### config.mk
export PLATFORM = sky130hd
export DESIGN_NAME = ilc_ctrl
export DESIGN_NICKNAME = d
export VERILOG_FILES = /design/src/include/ilc_pkg.sv /design/src/ilc_ctrl.sv
export SDC_FILE = /design/constraint.sdc
export NUM_CORES = 1
export LEC_CHECK = 0
export BUFFER_PORTS_ARGS = -buffer_cell sky130_fd_sc_hd__buf_2
export CORE_ASPECT_RATIO = 0.6
export CORE_MARGIN = 10
export CORE_UTILIZATION = 46
export DETAILED_ROUTE_END_ITERATION = 8
export GPL_TIMING_DRIVEN = 1
export MAX_ROUTING_LAYER = met4
export PLACE_DENSITY = 0.7
export SLEW_MARGIN = 5
export SYNTH_ARGS = -nofsm -noshare
export SYNTH_HDL_FRONTEND = slang
export SYNTH_SLANG_ARGS = --single-unit
### constraint.sdc
create_clock -name core_clk -period 8 [get_ports core_clk]
set_input_delay 0.4 -clock core_clk [delete_from_list [all_inputs] [get_ports core_clk]]
set_output_delay 0.4 -clock core_clk [all_outputs]
set_load 0.02 [all_outputs]
### src/include/ilc_pkg.sv
package ilc_pkg;

	// ----------------------------------------------------------------
	// Register map (special-function space)
	// ----------------------------------------------------------------
	localparam logic [7:0] MASK_ADDR    = 8'hA8;
	localparam logic [7:0] LVL_LO_ADDR  = 8'hB8;
	localparam logic [7:0] LVL_HI_ADDR  = 8'hB7;
	localparam logic [7:0] PWR_ADDR     = 8'h87;

	localparam logic [7:0] MASK_RESET   = 8'h00;
	localparam logic [5:0] LVL_LO_RESET = 6'h00;
	localparam logic [5:0] LVL_HI_RESET = 6'h00;
	localparam logic [7:0] MASK_WMASK   = 8'hBF;

	// ----------------------------------------------------------------
	// Field positions
	// ----------------------------------------------------------------
	localparam int GLOBAL_EN_BIT = 7;
	localparam int MASK_RSVD_BIT = 6;
	localparam int IDLE_BIT      = 0;
	localparam int NUM_SRC       = 6;
	localparam int NUM_LVL       = 4;

	// Source index equals its enable/level bit and its polling rank
	localparam int SRC_EXT0   = 0;
	localparam int SRC_TIMER0 = 1;
	localparam int SRC_EXT1   = 2;
	localparam int SRC_TIMER1 = 3;
	localparam int SRC_SERIAL = 4;
	localparam int SRC_TIMER2 = 5;

	// ----------------------------------------------------------------
	// Vector map: base plus eight bytes per polling rank
	// ----------------------------------------------------------------
	localparam logic [15:0] VEC_BASE  = 16'h0003;
	localparam int          VEC_SHIFT = 3;

	// ----------------------------------------------------------------
	// Offer state machine
	// ----------------------------------------------------------------
	typedef enum logic [1:0] {
		ST_WAIT  = 2'b01,
		ST_OFFER = 2'b10
	} ilc_state_t;

endpackage : ilc_pkg

### src/ilc_ctrl.sv
// Functional notes
// - Six sources: two active-low pins, three timer overflows, one serial request.
// - Vectors follow the classic map: 0003h plus 8 per polling rank.
// - Each source has its own enable bit; cleared bit blocks it.
// - Enable bit 7 is the master enable; cleared blocks every source.
// - Enable bits: timer2 5, serial 4, timer1 3, ext1 2, timer0 1, ext0 0.
// - Enable register resets to zero; bit 6 is not stored.
// - High bit and low bit form a two-bit level, 3 highest.
// - Running routine is pre-empted only by a strictly higher level.
// - A level 3 routine is never pre-empted.
// - Among simultaneous requests the highest level is served first.
// - Equal levels are resolved by a fixed polling order.
// - Low level bits: timer2 5, serial 4, timer1 3, ext1 2, timer0 1, ext0 0.
// - Reserved bits read as zero; software must not write ones there.
// - Enable and low level registers accept single-bit set and clear.
// - High level register at B7h with the same bit layout.
// - Any enabled, active request clears the idle bit by hardware.
`timescale 1ns/1ps

module ilc_ctrl (
	// Clock and reset
	input  wire logic        core_clk,
	input  wire logic        resetn,
	// Request sources
	input  wire logic        ext_request_0_n,
	input  wire logic        ext_request_1_n,
	input  wire logic        timer0_ovf,
	input  wire logic        timer1_ovf,
	input  wire logic        timer2_ovf,
	input  wire logic        serial_req,
	// Special-function byte access
	input  wire logic [7:0]  sfr_addr,
	input  wire logic        sfr_wr,
	input  wire logic        sfr_rd,
	input  wire logic [7:0]  sfr_wdata,
	output logic      [7:0]  sfr_rdata,
	// Special-function bit access
	input  wire logic        bit_wr,
	input  wire logic [7:0]  bit_addr,
	input  wire logic        bit_val,
	// Core vectoring
	input  wire logic        irq_ack,
	input  wire logic        irq_reti,
	output logic             irq_req,
	output logic      [15:0] irq_vector,
	output logic      [1:0]  irq_level,
	output logic      [5:0]  src_ack,
	// Power mode
	output logic             idle_mode
);

	// ----------------------------------------------------------------
	// State
	// ----------------------------------------------------------------
	typedef struct packed {
		ilc_pkg::ilc_state_t st;
		logic [7:0]          mask;
		logic [5:0]          lvl_lo;
		logic [5:0]          lvl_hi;
		logic                idle;
		logic [3:0]          svc;
		logic                req;
		logic [2:0]          sel;
		logic [1:0]          lvl;
		logic [15:0]         vec;
		logic [5:0]          sack;
		logic [7:0]          rdata;
	} ilc_regs_t;

	localparam ilc_regs_t S_RESET = '{
		st:    ilc_pkg::ST_WAIT,
		mask:   ilc_pkg::MASK_RESET,
		lvl_lo: ilc_pkg::LVL_LO_RESET,
		lvl_hi: ilc_pkg::LVL_HI_RESET,
		idle:  1'b0,
		svc:   4'h0,
		req:   1'b0,
		sel:   3'h0,
		lvl:   2'h0,
		vec:   16'h0000,
		sack:  6'h00,
		rdata: 8'h00
	};

	ilc_regs_t s_q;
	ilc_regs_t s_d;

	// Highest level currently in service
	function automatic logic [1:0] ilc_top_level(input logic [3:0] svc);
		logic [1:0] l;
		l = 2'h0;
		for (int k = 0; k < ilc_pkg::NUM_LVL; k++) begin
			if (svc[k]) begin
				l = 2'(k);
			end
		end
		return l;
	endfunction : ilc_top_level

	// ----------------------------------------------------------------
	// Per-source qualification
	// ----------------------------------------------------------------
	logic [5:0] raw;
	logic [5:0] armed;
	logic [5:0] elig;
	logic [1:0] src_lvl [6];
	logic [1:0] cur_lvl;
	logic       busy;

	// Pins are active low; timer and serial flags are active high
	assign raw = {timer2_ovf, serial_req, timer1_ovf,
	              ~ext_request_1_n, timer0_ovf, ~ext_request_0_n};
	assign cur_lvl = ilc_top_level(s_q.svc);
	assign busy    = |s_q.svc;

	for (genvar i = 0; i < ilc_pkg::NUM_SRC; i++) begin : g_src
		assign armed[i]   = s_q.mask[ilc_pkg::GLOBAL_EN_BIT] & s_q.mask[i] & raw[i];
		assign src_lvl[i] = {s_q.lvl_hi[i], s_q.lvl_lo[i]};
		// Level 3 in service leaves nothing strictly above it
		assign elig[i]    = armed[i] & (!busy || src_lvl[i] > cur_lvl);
	end

	// ----------------------------------------------------------------
	// Arbitration
	// ----------------------------------------------------------------
	logic       pick_ok;
	logic [2:0] pick_idx;
	logic [1:0] pick_lvl;

	// Scan in polling order; only a strictly higher level displaces,
	// so the earliest rank wins a tie
	always_comb begin
		pick_ok  = 1'b0;
		pick_idx = 3'h0;
		pick_lvl = 2'h0;
		for (int i = 0; i < ilc_pkg::NUM_SRC; i++) begin
			if (elig[i] && (!pick_ok || src_lvl[i] > pick_lvl)) begin
				pick_ok  = 1'b1;
				pick_idx = 3'(i);
				pick_lvl = src_lvl[i];
			end
		end
	end

	// ----------------------------------------------------------------
	// Next state
	// ----------------------------------------------------------------
	logic [3:0] svc_after_ret;

	always_comb begin
		s_d  = s_q;
		s_d.sack  = 6'h00;
		s_d.rdata = 8'h00;

		// Return releases only the innermost level
		svc_after_ret = s_q.svc;
		if (irq_reti && busy) begin
			svc_after_ret[cur_lvl] = 1'b0;
		end
		s_d.svc = svc_after_ret;

		case (s_q.st)
			ilc_pkg::ST_WAIT: begin
				if (pick_ok) begin
					s_d.st  = ilc_pkg::ST_OFFER;
					s_d.req = 1'b1;
					s_d.sel = pick_idx;
					s_d.lvl = pick_lvl;
					s_d.vec = ilc_pkg::VEC_BASE + {10'h000, pick_idx, 3'h0};
				end
			end
			ilc_pkg::ST_OFFER: begin
				if (irq_ack) begin
					// The core takes what was on the outputs this cycle
					s_d.svc[s_q.lvl] = 1'b1;
					s_d.sack[s_q.sel] = 1'b1;
					s_d.st  = ilc_pkg::ST_WAIT;
					s_d.req = 1'b0;
				end else if (pick_ok) begin
					// A better candidate may replace the offer before it is taken
					s_d.sel = pick_idx;
					s_d.lvl = pick_lvl;
					s_d.vec = ilc_pkg::VEC_BASE + {10'h000, pick_idx, 3'h0};
				end else begin
					s_d.st  = ilc_pkg::ST_WAIT;
					s_d.req = 1'b0;
				end
			end
			default: begin
				s_d.st  = ilc_pkg::ST_WAIT;
				s_d.req = 1'b0;
			end
		endcase

		// Byte writes; reserved bits are never stored
		if (sfr_wr) begin
			case (sfr_addr)
				ilc_pkg::MASK_ADDR:   s_d.mask   = sfr_wdata & ilc_pkg::MASK_WMASK;
				ilc_pkg::LVL_LO_ADDR: s_d.lvl_lo = sfr_wdata[5:0];
				ilc_pkg::LVL_HI_ADDR: s_d.lvl_hi = sfr_wdata[5:0];
				ilc_pkg::PWR_ADDR:    s_d.idle   = sfr_wdata[ilc_pkg::IDLE_BIT];
				default: begin
				end
			endcase
		end

		// Bit set and clear
		if (bit_wr) begin
			if (bit_addr[7:3] == ilc_pkg::MASK_ADDR[7:3] && bit_addr[2:0] != 3'(ilc_pkg::MASK_RSVD_BIT)) begin
				s_d.mask[bit_addr[2:0]] = bit_val;
			end
			if (bit_addr[7:3] == ilc_pkg::LVL_LO_ADDR[7:3] && bit_addr[2:0] < 3'(ilc_pkg::NUM_SRC)) begin
				s_d.lvl_lo[bit_addr[2:0]] = bit_val;
			end
		end

		// Wake wins over a software write in the same cycle, so no request is missed
		if (|armed) begin
			s_d.idle = 1'b0;
		end

		// Read data is valid the cycle after the strobe
		if (sfr_rd) begin
			case (sfr_addr)
				ilc_pkg::MASK_ADDR:   s_d.rdata = s_q.mask;
				ilc_pkg::LVL_LO_ADDR: s_d.rdata = {2'h0, s_q.lvl_lo};
				ilc_pkg::LVL_HI_ADDR: s_d.rdata = {2'h0, s_q.lvl_hi};
				ilc_pkg::PWR_ADDR:    s_d.rdata = {7'h00, s_q.idle};
				default:            s_d.rdata = 8'h00;
			endcase
		end
	end

	always_ff @(posedge core_clk) begin
		if (!resetn) begin
			s_q <= S_RESET;
		end else begin
			s_q <= s_d;
		end
	end

	// ----------------------------------------------------------------
	// Outputs
	// ----------------------------------------------------------------
	assign sfr_rdata  = s_q.rdata;
	assign irq_req    = s_q.req;
	assign irq_vector = s_q.vec;
	assign irq_level  = s_q.lvl;
	assign src_ack    = s_q.sack;
	assign idle_mode  = s_q.idle;

	// Independent view of the arbiter: nothing eligible may outrank the pick
	logic [5:0] beats_pick;
	logic [5:0] early_tie;

	for (genvar i = 0; i < ilc_pkg::NUM_SRC; i++) begin : g_chk
		assign beats_pick[i] = elig[i] & (src_lvl[i] > pick_lvl);
		assign early_tie[i]  = elig[i] & (src_lvl[i] == pick_lvl) & (3'(i) < pick_idx);
	end
endmodule : ilc_ctrl

==> results.sh <==
export IMPL_cpPeakStageDelay_ps=390
export IMPL_htree_levels=2
export IMPL_cts_sinks=47
export IMPL_grt_pass1_vias=2867
export IMPL_timing_max_cap_violations=0
export IMPL_hp_class="in2reg"
export IMPL_numCtsBuffers=5
export IMPL_end_kind="flip-flop"
export IMPL_synth_top_area_cell="dfxtp_1"
export IMPL_avgSynthCellArea_um2=8.17
export IMPL_cp_required_ps=8190
export IMPL_fmax_mhz=135
export IMPL_reg2regPathDepth=39
export IMPL_r2r_start="s_q[38]$_SDFF_PN0_"
export IMPL_antenna_found_initial=0
export IMPL_synth_most_common_cell="dfxtp_1"
export IMPL_synthCells=387
export IMPL_viasPerCell=5.69
export IMPL_clock_skew_ps=4.42
export IMPL_place_gp_congestion=0.878
export IMPL_power_density_nw_per_um2=146
export IMPL_period_share_pct=92.6
export IMPL_grtUsageMet3_pct=6.21
export IMPL_top_usage_layer="met2"
export IMPL_worstSetupStartpointType="flip-flop"
export IMPL_drive_gt1_share_pct=22.6
export IMPL_rrSetupSlack_ps=590
export IMPL_dr_pass1_iters=5
export IMPL_synth_cell_type_count=64
export IMPL_worst_path_max_fanout=11
export IMPL_ir_worst_vdd_mv=0.122
export IMPL_post_synth_most_frequent_cells="dfxtp_1 (47), nand2_1 (45), buf_4 (32)"
export IMPL_track_usage_pct=16.4
export IMPL_hold_depth=3
export IMPL_synth_edf_count=0
export IMPL_avgRoutedWirePerCell_um=17.2
export IMPL_async_reset_ff_share_pct=0
export IMPL_period_needed_ps=7410
export IMPL_dieArea_um2=10700
export IMPL_max_slew_margin_pct=47.3
export IMPL_worstSetupPathType="reg2reg"
export IMPL_finalSetupViolCount=0
export IMPL_initial_core_util_pct=47.4
export IMPL_timing_critical_path_from="s_q[38]$_SDFF_PN0_"
export IMPL_drc=0
export IMPL_wirelength_um=8810
export IMPL_ioPinCount=72
export IMPL_antennaDiodeCount=0
export IMPL_p_leak_nw=1.54
export IMPL_hold_start="sfr_wdata[1]"
export IMPL_grtUsageMet1_pct=21.3
export IMPL_ys_seq_elements=47
export IMPL_synth_top_area_share_pct=29.7
export IMPL_status="finished clean"
export IMPL_reg2reg_to="s_q[34]$_SDFFE_PN0P_"
export IMPL_max_slew_worst_pin_slew_ps=790
export IMPL_grt_max_degree=23
export IMPL_ant_nets=0
export IMPL_clk_root_buffer_cell="clkbuf_16"
export IMPL_synthTopCellsByArea="dfxtp_1 (30%), ha_1 (8.7%), buf_4 (7.6%), nand2_1 (5.3%), a21oi_1 (4.7%)"
export IMPL_hold_buffers=0
export IMPL_cpMostUsedCell="ha_1"
export IMPL_critPathSlowestCell="dfxtp_1"
export IMPL_die_w_um=127
export IMPL_nNetsFinal=483
export IMPL_whs_endpoint="s_q[42]$_SDFFE_PN0P_"
export IMPL_vias=2908
export IMPL_grt_pass1_wl_um=14300
export IMPL_synth_main_ff_cell="dfxtp_1"
export IMPL_gr_total_overflow=0
export IMPL_dp_hpwl_um=6960
export IMPL_cts_tree="done"
export IMPL_area_growth_pct=11.4
export IMPL_rsz0062_at_grt="false"
export IMPL_cp_arrival_ps=7600
export IMPL_dieHeight_um=84.2
export IMPL_portBuffers=59
export IMPL_hold_viol_final=0
export IMPL_final_util_pct=52.8
export IMPL_core_um2=6680
export IMPL_tns_ps=0
export IMPL_ys_seq_area_share_pct=29.7
export IMPL_slew_violations=0
export IMPL_insertion_delay_ps=290
export IMPL_use_met2_pct=23.4
export IMPL_rows=23
export IMPL_clk_pin_slew_ps=70
export IMPL_synth_area_um2=3160
export IMPL_cts_max_path_buffers=2
export IMPL_drt_initial_drc_count=324
export IMPL_yosysWarnings=0
layer usage:
layer	part of all wire [%]	up-vias
met5	0	-
met4	0.92	0
met3	10	10
met2	41	116
met1	48	1379
li1	-	1403
cell type report:
class | count | area [um^2]
inverters | 19 | 71.3
clock buffers | 6 | 139
fillers | 627 | 3150
multi-input cells | 285 | 1880
flip-flops and latches | 47 | 941
repair buffers | 65 | 340
clock inverters | 2 | 38.8
well taps | 87 | 109
worst max-delay path, delay by kind of cell, from the launching register on:
family	cells	cell delay [ps]
adders and majority gates	6	1780
and+or+nand+nor	9	1220
DFF	1	390
muxes	1	360
buffers and inverters	4	510
AOI/OAI and AO/OA	19	3020
how the worst max path moves through the flow:
stage	to	slack (ps)	depth (start not counted)
final	s_q[34]$_SDFFE_PN0P_	590	39
after CTS	irq_level[1]$_SDFFE_PN0P_	480	39
after global placement	irq_level[1]$_SDFFE_PN0P_	770	39
after detailed placement	irq_level[1]$_SDFFE_PN0P_	570	39
after global routing	irq_level[1]$_SDFFE_PN0P_	40	39
after floorplan	irq_level[1]$_SDFFE_PN0P_	1210	40
through the flow:
step	cell area [um^2]	power, W	cells	hold slack [ps]	worst slack (ps)
3_3_place_gp	3330	0.000269	501	467	766
2_1_floorplan	3200	0.000258	397	444	1210
4_1_cts	3500	0.000518	509	386	484
3_5_place_dp	3330	0.000269	501	471	568
5_1_grt	3520	0.000531	511	393	37.4
6_report	3520	0.000516	511	387	589
power breakdown:
group	switching (W)	internal, W	leakage [nW]
clock network	0.0000938	0.000157	0.0875
logic	0.0000204	0.00000998	1.07
registers	0.000000345	0.000234	0.378
sequential cells by signal, summed over array words and instances, names as in the netlist:
signal      flops
sfr_rdata       8
src_ack         6
irq_level       2
irq_vector      1
s_q            29
idle_mode       1
placed cells by master, fill, tap and decap left out, types with 4 or more instances in the layout:
cell       netlist  layout
o311a_1          4       4
a21oi_1         30      30
buf_2            4      59
clkbuf_16        0       5
a222oi_1         6       6
nand3_1         14      14
nor2b_1         11      11
nand2_1         45      45
o21ai_0         24      24
nor3_1           4       4
buf_4           32       6
inv_1           19      19
a311oi_1         4       4
conb_1           1      11
nor2_1          28      28
dfxtp_1         47      47
mux2i_1          9       9
nand2b_1         8       8
ha_1            22      22
and2_1           4       4
cells by family after synthesis:
kind of cell | after synthesis | synth area share, %
buffers and inverters | 65 | 12.0
AOI/OAI and AO/OA | 97 | 21.6
DFF | 47 | 29.7
other | 1 | 0.119
and+or+nand+nor | 145 | 24.5
adders and majority gates | 22 | 8.70
muxes | 10 | 3.32
timing repair:
item	in CTS	in global routing
setup endpoints to repair	0	3
resized for setup	0	1
setup buffers	0	2
Power figures use the tool's default switching activity.
